$ cat src/mbs_defines.svh
// Widths, read latency and reset values of the burst slave port
`ifndef MBS_DEFINES_SVH
`define MBS_DEFINES_SVH

`define MBS_ADDR_W      16
`define MBS_DATA_W      32
`define MBS_BE_W        4
`define MBS_CNT_W       8
`define MBS_ADDR_RST    16'h0000
`define MBS_CNT_RST     8'h00
`define MBS_DATA_RST    32'h0000_0000
`define MBS_RD_LAT      2

`endif

$ cat src/mbs_pkg.sv
// Types shared by the burst slave port modules
`include "mbs_defines.svh"
package mbs_pkg;
    typedef logic [`MBS_ADDR_W-1:0] mbs_addr_t;
    typedef logic [`MBS_DATA_W-1:0] mbs_data_t;
    typedef logic [`MBS_BE_W-1:0]   mbs_be_t;
    typedef logic [`MBS_CNT_W-1:0]  mbs_cnt_t;
    typedef enum logic [1:0] {
        MBS_IDLE,
        MBS_WRITE,
        MBS_READ
    } mbs_state_t;
endpackage

$ cat src/mbs_addr_gen.sv
// Burst address generator: fixed or incrementing address
`timescale 1ns/100ps
`default_nettype none
module mbs_addr_gen
    import mbs_pkg::*;
(
    input  wire logic      ref_clk,
    input  wire logic      reset_n,
    input  wire logic      dyn_sizing,
    input  wire logic      load,
    input  wire mbs_addr_t load_addr,
    input  wire logic      step,
    output mbs_addr_t      cur_addr
);
    mbs_addr_t addr_r;
    mbs_addr_t addr_nxt;

    // Next address: load once, then hold or increment
    always_comb begin
        addr_nxt = addr_r;
        if (load) begin
            addr_nxt = load_addr;
        end else if (step && dyn_sizing) begin
            addr_nxt = addr_r + mbs_addr_t'(1);
        end
    end

    // Register
    always_ff @(posedge ref_clk) begin
        if (!reset_n) begin
            addr_r <= `MBS_ADDR_RST;
        end else begin
            addr_r <= addr_nxt;
        end
    end

    assign cur_addr = addr_r;

    addr_fixed_a: assert property (@(posedge ref_clk) disable iff (!reset_n)
        (!load && !dyn_sizing) |=> $stable(addr_r))
        else $error("address moved under native alignment");
    addr_incr_a: assert property (@(posedge ref_clk) disable iff (!reset_n)
        (!load && dyn_sizing && step) |=> addr_r == $past(addr_r) + mbs_addr_t'(1))
        else $error("address did not step by one");
endmodule
`default_nettype wire

$ cat src/mbs_burst_slave.sv
// Burst logic of a memory-mapped slave port
// Behaviour
// - Burst of length B from address A performs exactly B transfers.
// - Address latched once at acceptance; later addresses generated internally.
// - Native alignment keeps every unit at the latched address.
// - Dynamic bus sizing increments address by one per unit.
// - Write start: first edge with waitrequest low latches address, length, data.
// - Write burst of N needs N accepted write data units.
// - Write data sampled only when write high; low write pauses burst.
// - Slave may stall with waitrequest; fabric holds data and enables.
// - Read start: first edge with waitrequest low latches address and length.
// - Read burst of N returns N read data units.
// - Each read unit is one cycle of readdatavalid with readdata.
// - Readdatavalid may stay low any number of cycles between units.
// - No read data before the edge after address acceptance.
// - Port implements both waitrequest and readdatavalid.
`timescale 1ns/100ps
`default_nettype none
module mbs_burst_slave
    import mbs_pkg::*;
(
    input  wire logic           ref_clk,
    input  wire logic           reset_n,
    input  wire logic           dyn_sizing,
    input  wire logic           mem_busy,
    input  wire logic           chipselect,
    input  wire mbs_pkg::mbs_addr_t address,
    input  wire mbs_pkg::mbs_be_t   byteenable,
    input  wire logic           write,
    input  wire mbs_pkg::mbs_data_t writedata,
    input  wire logic           read,
    input  wire mbs_pkg::mbs_cnt_t  burstcount,
    input  wire logic           beginbursttransfer,
    input  wire logic           rd_stall,
    input  wire mbs_pkg::mbs_data_t mem_rdata,
    output logic                waitrequest,
    output logic                readdatavalid,
    output mbs_pkg::mbs_data_t  readdata,
    output logic                mem_we,
    output logic                mem_re,
    output mbs_pkg::mbs_addr_t  mem_addr,
    output mbs_pkg::mbs_data_t  mem_wdata,
    output mbs_pkg::mbs_be_t    mem_be,
    output logic                burst_done
);
    import mbs_pkg::*;

    // Cleaned-up length: a zero count is taken as one unit
    function automatic mbs_cnt_t norm_len(input mbs_cnt_t c);
        norm_len = (c == `MBS_CNT_RST) ? mbs_cnt_t'(1) : c;
    endfunction

    mbs_state_t state_r;
    mbs_state_t state_nxt;
    logic       wait_r;
    logic       wait_nxt;
    logic       rdv_r;
    logic       rdv_nxt;
    mbs_data_t  rdata_r;
    mbs_data_t  rdata_nxt;
    logic       we_r;
    logic       we_nxt;
    logic       re_r;
    logic       re_nxt;
    mbs_addr_t  maddr_r;
    mbs_addr_t  maddr_nxt;
    mbs_data_t  wdata_r;
    mbs_data_t  wdata_nxt;
    mbs_be_t    be_r;
    mbs_be_t    be_nxt;
    logic       done_r;
    logic       done_nxt;
    logic [`MBS_RD_LAT-1:0] rd_pipe_r;
    logic [`MBS_RD_LAT-1:0] rd_pipe_nxt;
    mbs_cnt_t   issued_r;
    mbs_cnt_t   issued_nxt;

    // Start and unit strobes
    logic      accept_wr;
    logic      accept_rd;
    logic      wr_unit;
    logic      rd_issue;
    logic      rd_ret;
    logic      cnt_load;
    mbs_cnt_t  remain;
    logic      last_unit;
    mbs_addr_t cur_addr;
    mbs_addr_t unit_addr;

    // Acceptance: request seen while waitrequest low
    assign accept_wr = (state_r == MBS_IDLE) && chipselect && write && !wait_r;
    assign accept_rd = (state_r == MBS_IDLE) && chipselect && read && !write && !wait_r;
    assign wr_unit   = accept_wr || ((state_r == MBS_WRITE) && write && !wait_r);
    assign rd_issue  = (state_r == MBS_READ) && !rd_stall && (issued_r != `MBS_CNT_RST);
    assign rd_ret    = rd_pipe_r[`MBS_RD_LAT-1];
    assign cnt_load  = accept_wr || accept_rd;

    // First write unit goes to the fresh address, later ones to the generated one
    assign unit_addr = accept_wr ? address : cur_addr;

    mbs_addr_gen u_addr (
        .ref_clk    (ref_clk),
        .reset_n    (reset_n),
        .dyn_sizing (dyn_sizing),
        .load       (accept_rd ? 1'b1 : accept_wr),
        .load_addr  (accept_wr ? address + mbs_addr_t'(dyn_sizing) : address),
        .step       (accept_wr ? 1'b0 : (wr_unit || rd_issue)),
        .cur_addr   (cur_addr)
    );

    mbs_unit_cnt u_cnt (
        .ref_clk   (ref_clk),
        .reset_n   (reset_n),
        .load      (cnt_load),
        .load_cnt  (accept_wr ? norm_len(burstcount) - mbs_cnt_t'(1) : norm_len(burstcount)),
        .dec       ((state_r == MBS_WRITE && wr_unit) || (state_r == MBS_READ && rd_ret)),
        .remain    (remain),
        .last_unit (last_unit)
    );

    // Burst sequencing and port outputs
    always_comb begin
        state_nxt   = state_r;
        wait_nxt    = mem_busy;
        we_nxt      = 1'b0;
        re_nxt      = 1'b0;
        maddr_nxt   = maddr_r;
        wdata_nxt   = wdata_r;
        be_nxt      = be_r;
        done_nxt    = 1'b0;
        issued_nxt  = issued_r;
        rd_pipe_nxt = {rd_pipe_r[`MBS_RD_LAT-2:0], rd_issue};
        rdv_nxt     = rd_ret;
        rdata_nxt   = rd_ret ? mem_rdata : rdata_r;
        case (state_r)
            MBS_IDLE: begin
                if (accept_wr) begin
                    state_nxt = (norm_len(burstcount) == mbs_cnt_t'(1)) ? MBS_IDLE : MBS_WRITE;
                    done_nxt  = (norm_len(burstcount) == mbs_cnt_t'(1));
                end else if (accept_rd) begin
                    state_nxt  = MBS_READ;
                    issued_nxt = norm_len(burstcount);
                    wait_nxt   = 1'b1;
                end
            end
            MBS_WRITE: begin
                if (wr_unit && last_unit) begin
                    state_nxt = MBS_IDLE;
                    done_nxt  = 1'b1;
                end
            end
            MBS_READ: begin
                wait_nxt = 1'b1;
                if (rd_issue) begin
                    issued_nxt = issued_r - mbs_cnt_t'(1);
                end
                if (rd_ret && last_unit) begin
                    state_nxt = MBS_IDLE;
                    done_nxt  = 1'b1;
                    wait_nxt  = mem_busy;
                end
            end
            default: begin
                state_nxt = MBS_IDLE;
            end
        endcase
        // Write unit goes to memory; read issue reads the generated address
        if (wr_unit) begin
            we_nxt    = 1'b1;
            maddr_nxt = unit_addr;
            wdata_nxt = writedata;
            be_nxt    = byteenable;
        end else if (rd_issue) begin
            re_nxt    = 1'b1;
            maddr_nxt = cur_addr;
        end
    end

    // Registers
    always_ff @(posedge ref_clk) begin
        if (!reset_n) begin
            state_r   <= MBS_IDLE;
            wait_r    <= 1'b1;
            rdv_r     <= 1'b0;
            rdata_r   <= `MBS_DATA_RST;
            we_r      <= 1'b0;
            re_r      <= 1'b0;
            maddr_r   <= `MBS_ADDR_RST;
            wdata_r   <= `MBS_DATA_RST;
            be_r      <= '0;
            done_r    <= 1'b0;
            rd_pipe_r <= '0;
            issued_r  <= `MBS_CNT_RST;
        end else begin
            state_r   <= state_nxt;
            wait_r    <= wait_nxt;
            rdv_r     <= rdv_nxt;
            rdata_r   <= rdata_nxt;
            we_r      <= we_nxt;
            re_r      <= re_nxt;
            maddr_r   <= maddr_nxt;
            wdata_r   <= wdata_nxt;
            be_r      <= be_nxt;
            done_r    <= done_nxt;
            rd_pipe_r <= rd_pipe_nxt;
            issued_r  <= issued_nxt;
        end
    end

    assign waitrequest   = wait_r;
    assign readdatavalid = rdv_r;
    assign readdata      = rdata_r;
    assign mem_we        = we_r;
    assign mem_re        = re_r;
    assign mem_addr      = maddr_r;
    assign mem_wdata     = wdata_r;
    assign mem_be        = be_r;
    assign burst_done    = done_r;

    // Checks
    wr_sample_a: assert property (@(posedge ref_clk) disable iff (!reset_n)
        (state_r == MBS_WRITE && !write) |=> !mem_we)
        else $error("write data taken while write low");
    wr_accept_a: assert property (@(posedge ref_clk) disable iff (!reset_n)
        accept_wr |=> mem_we && mem_addr == $past(address) && mem_wdata == $past(writedata))
        else $error("first write unit not captured");
    rd_early_a: assert property (@(posedge ref_clk) disable iff (!reset_n)
        accept_rd |=> !readdatavalid)
        else $error("read data returned too early");
    rd_lat_a: assert property (@(posedge ref_clk) disable iff (!reset_n)
        mem_re |-> ##2 readdatavalid)
        else $error("read unit not returned after two cycles");
    rd_wait_a: assert property (@(posedge ref_clk) disable iff (!reset_n)
        (state_r == MBS_READ) |-> waitrequest)
        else $error("new request allowed during read burst");
    done_wr_a: assert property (@(posedge ref_clk) disable iff (!reset_n)
        (state_r == MBS_WRITE && wr_unit && remain == mbs_cnt_t'(1)) |=> burst_done && state_r == MBS_IDLE)
        else $error("write burst did not finish on last unit");
    done_rd_a: assert property (@(posedge ref_clk) disable iff (!reset_n)
        (state_r == MBS_READ && rd_ret && remain == mbs_cnt_t'(1)) |=> burst_done ##1 !readdatavalid)
        else $error("read burst did not finish on last unit");
    rdv_pulse_a: assert property (@(posedge ref_clk) disable iff (!reset_n)
        (readdatavalid && state_r == MBS_IDLE) |=> !readdatavalid)
        else $error("stray read data after burst");

    wr_burst_c: cover property (@(posedge ref_clk) disable iff (!reset_n)
        accept_wr && burstcount == mbs_cnt_t'(4) ##[1:40] burst_done);
    rd_burst_c: cover property (@(posedge ref_clk) disable iff (!reset_n)
        accept_rd && burstcount == mbs_cnt_t'(4) ##[1:40] burst_done);
    wr_pause_c: cover property (@(posedge ref_clk) disable iff (!reset_n)
        state_r == MBS_WRITE && !write ##1 write);
    rd_gap_c: cover property (@(posedge ref_clk) disable iff (!reset_n)
        readdatavalid ##1 !readdatavalid ##1 readdatavalid);
endmodule
`default_nettype wire

$ cat src/mbs_unit_cnt.sv
// Remaining-units counter of a burst
`timescale 1ns/100ps
`default_nettype none
module mbs_unit_cnt
    import mbs_pkg::*;
(
    input  wire logic     ref_clk,
    input  wire logic     reset_n,
    input  wire logic     load,
    input  wire mbs_cnt_t load_cnt,
    input  wire logic     dec,
    output mbs_cnt_t      remain,
    output logic          last_unit
);
    mbs_cnt_t cnt_r;
    mbs_cnt_t cnt_nxt;

    // Load on acceptance, count down per unit
    always_comb begin
        cnt_nxt = cnt_r;
        if (load) begin
            cnt_nxt = load_cnt;
        end else if (dec && cnt_r != `MBS_CNT_RST) begin
            cnt_nxt = cnt_r - mbs_cnt_t'(1);
        end
    end

    // Register
    always_ff @(posedge ref_clk) begin
        if (!reset_n) begin
            cnt_r <= `MBS_CNT_RST;
        end else begin
            cnt_r <= cnt_nxt;
        end
    end

    assign remain    = cnt_r;
    assign last_unit = (cnt_r == mbs_cnt_t'(1));

    cnt_dec_a: assert property (@(posedge ref_clk) disable iff (!reset_n)
        (!load && dec && cnt_r != 0) |=> cnt_r == $past(cnt_r) - mbs_cnt_t'(1))
        else $error("unit counter did not decrement");
endmodule
`default_nettype wire

$ cat config.mk
export PLATFORM = sky130hd
export DESIGN_NAME = mbs_burst_slave
export DESIGN_NICKNAME = d
export VERILOG_FILES = /design/src/mbs_pkg.sv /design/src/mbs_addr_gen.sv /design/src/mbs_burst_slave.sv /design/src/mbs_unit_cnt.sv
export VERILOG_INCLUDE_DIRS = /design/src /design/src/src
export SDC_FILE = /design/constraint.sdc
export NUM_CORES = 1
export LEC_CHECK = 0
export BUFFER_PORTS_ARGS = -buffer_cell sky130_fd_sc_hd__buf_2
export CORE_ASPECT_RATIO = 2
export CORE_MARGIN = 2
export CORE_UTILIZATION = 40
export CTS_CLUSTER_DIAMETER = 150
export DETAILED_ROUTE_END_ITERATION = 8
export PLACE_DENSITY = 0.65
export SYNTH_ARGS = -nofsm -noshare
export SYNTH_HDL_FRONTEND = slang
export SYNTH_HIERARCHICAL = 1
export SYNTH_SLANG_ARGS = --single-unit
$ cat constraint.sdc
create_clock -name ref_clk -period 4.1 [get_ports ref_clk]
set_input_delay 1.23 -clock ref_clk [delete_from_list [all_inputs] [get_ports ref_clk]]
set_output_delay 1.23 -clock ref_clk [all_outputs]
set_load 0.05 [all_outputs]
==> flow_metrics.tcl <==
set metrics [dict create \
    place_ws_ps 362.4 \
    grt_pass1_vias 5568 \
    routed_wl_um 17720 \
    fin_worst_skew_ps 10.09 \
    worstMarginPinSlew_ps 735.5 \
    track_usage 0.2266 \
    p_per_area_mw_per_mm2 413.4 \
    max_freq_ghz 0.3043 \
    core_mm2 0.01435 \
    gp_congestion 0.8367 \
    viasPerCell 5.231 \
    detail_route.wl_per_cell_um 16.45 \
    syn_nets 808 \
    drtIter0Drc 238 \
    grt_max_degree 69 \
    drv_slew 0 \
    cts_tree "yes" \
    syn_inst 697 \
    fin_worst_hold_slack_ps 429.9 \
    fin_cells 1077 \
    worstHoldPathType "flop to flop" \
    finalSetupViolCount 0 \
    portBuffers 188 \
    netlist-cell-type-count 64 \
    grt-ovfl-total 0 \
    synth_edf_count 0 \
    worstHoldStart "rd_pipe_r[0]" \
    r2r-start "issued_r[0]" \
    hpwl_um 12810 \
    slew_headroom 0.5097 \
    cp.arrival_ps 3580 \
    period_minus_slack_ps 3286 \
    grt_pass1_wl_um 27590 \
    critPathCapture "u_addr/cur_addr[15]" \
    path_class "input pin to flop" \
    dieWidth_um 89.59 \
    first_pass_iters 4 \
    die_area_mm2 0.01569 \
    place_inst 1045 \
    syn_to_final_growth_pct 29.55 \
    drv_cap 0 \
    io_pins 190 \
    finalWorstSetupSlack_ps 813.6 \
    ys_warn_count 6 \
    synthArstFlopShare 0 \
    ir_drop_mv 0.2976 \
    startpoint_type "input pin" \
    die_h_um 175.2 \
    clock_path_buffers 2 \
    ys_ff_latch 125 \
    htree_levels 4 \
    core.rowCount 62 \
    rsz0062_at_grt "no" \
    crit_start "write" \
    post-route-drc-count 0 \
    drive_gt1_frac 0.2836 \
    clkTransAtPathRegs_ps 60 \
    reg2reg_setup_slack_ps 1190 \
    final_antenna_net_count 0 \
    antenna_found_initial 0 \
    required_ps 4400 \
    clk_latency_ps 420 \
    hold_violations 0 \
    period_share 0.8016 \
    status "completed" \
    initial_core_util 0.4084 \
    endpoint_kind "flop" \
    num-nets-final 983 \
    cts_setup_buffers 0 \
    fin_tns_setup_ps 0 \
    ys_seq_area_frac 0.4270 \
    p_total_mw 3.139 \
    synth_area_mm2 0.005861 \
    clkSinkCount 125 \
    p_leak_nw 3.143 \
    r2r-end "u_addr/cur_addr[15]" \
    cts_resized 0 \
    vias 5634 \
    cts_made_buffers 17 \
    critical_path.max_fanout 7 \
    avgSynthCellArea_um2 8.408 \
    root_buffer "clkbuf_16" \
    ff2ff_path_depth 9 \
    n_antenna_cell 0 \
    cts-hold-fix-buffers 0 \
    synth_ff_type "dfxtp_1" \
]
[synthesized netlist by cell type (all sizes together), types with 2 or more instances]
cell type  instances  area, um^2
nand3             12       60.06
o21ai             22       110.1
mux2i             33       330.3
o211a              3       30.03
nand4              8       71.32
o22ai              8       50.05
and4               2       17.52
clkbuf            36       135.1
nor3              30       150.1
a31oi              2       12.51
o21a               3       22.52
a21o               2       15.01
or3b               2       17.52
nand2            140       525.5
or4                4       37.53
nor2              50       187.7
a22oi              3       22.52
dfxtp            125        2502
nor2b              2       12.51
a311oi            16       140.1
nand2b             6       37.54
o311a              3       30.03
and3               6       37.54
inv               13       48.80
nor4b              3       41.29
xnor2             31       271.5
a21oi             56       280.3
and2               7       43.79
a211oi             4       35.03
ha                10       125.1
buf               10       53.80
nor3b              7       52.55
a32o               4       40.04
xor2               6       52.55
nor4               8       56.30
[power by group]
part | total [mW] | leakage, nW | internal (mW) | switching [mW]
Combinational | 0.306 | 1.83 | 0.110 | 0.196
Sequential | 1.27 | 1.01 | 1.24 | 0.0274
Clock | 1.56 | 0.299 | 0.937 | 0.624
[layout by cell type, fill, tap and decap left out, drive strengths merged, types with 4 or more instances in the layout]
master / count
nor3b: 7
nor2: 50
dfxtp: 125
xor2: 6
ha: 10
clkbuf: 18
buf: 202
nand2: 140
nand2b: 6
a311oi: 16
nand3: 12
o21ai: 22
o22ai: 8
or4: 4
a211oi: 4
nor3: 30
and2: 7
a21oi: 56
a32o: 4
nand4: 8
and3: 6
mux2i: 33
nor4: 8
xnor2: 31
inv: 22
[layer usage]
layer,GRT usage,share of wire
met5,0,0
met4,0.1163,0.039
met3,0.03732,0.033
met2,0.4240,0.57
met1,0.2263,0.36
[worst min-delay path by stage]
stage,to,slack [ps],cells after the start
after floorplan,rd_pipe_r[1],410,1
after global routing,rd_pipe_r[1],440,1
final,rd_pipe_r[1],430,1
after detailed placement,rd_pipe_r[1],420,1
after CTS,rd_pipe_r[1],430,1
after global placement,rd_pipe_r[1],420,1
[worst max-delay path, stage by stage]
cell and delay, ps:
buf_2 150, nor3b_1 440, o21ai_2 110, a21oi_1 290
nand4_2 250, or4_4 620, o21a_1 210, o311a_1 290
[sequential cells by signal, summed over array words and instances, names as in the netlist]
signal,cells
u_cnt/remain,8
mem_be,4
mem_we,1
mem_re,1
readdatavalid,1
burst_done,1
waitrequest,1
state_r,2
issued_r,8
u_addr/cur_addr,16
mem_addr,16
readdata,32
rd_pipe_r,2
mem_wdata,32
[cell type report]
cell class / instances / area (um^2)
Inverter: 14 / 52.55
Fill cell: 1392 / 6759
Tap cell: 192 / 240.2
Timing Repair Buffer: 202 / 1059
Clock buffer: 18 / 439.2
Clock inverter: 14 / 171.4
Sequential cell: 125 / 2504
Multi-Input combinational cell: 512 / 3127
[cell families after synthesis]
kind of cell,share of synthesized area
compound gates,0.1586
xor+xnor,0.05529
fa+ha+maj,0.02135
buf+inv,0.04120
flops,0.4270
mux,0.05636
simple gates,0.2402
[per-stage QoR]
stage                     utilization  area (um^2)
after detailed placement       0.4865         6982
after CTS                      0.5290         7592
final                          0.5290         7592
after global routing           0.5290         7592
after global placement         0.4865         6982
after floorplan                     -         5861
Note: power is estimated with default switching activity, not from simulation.
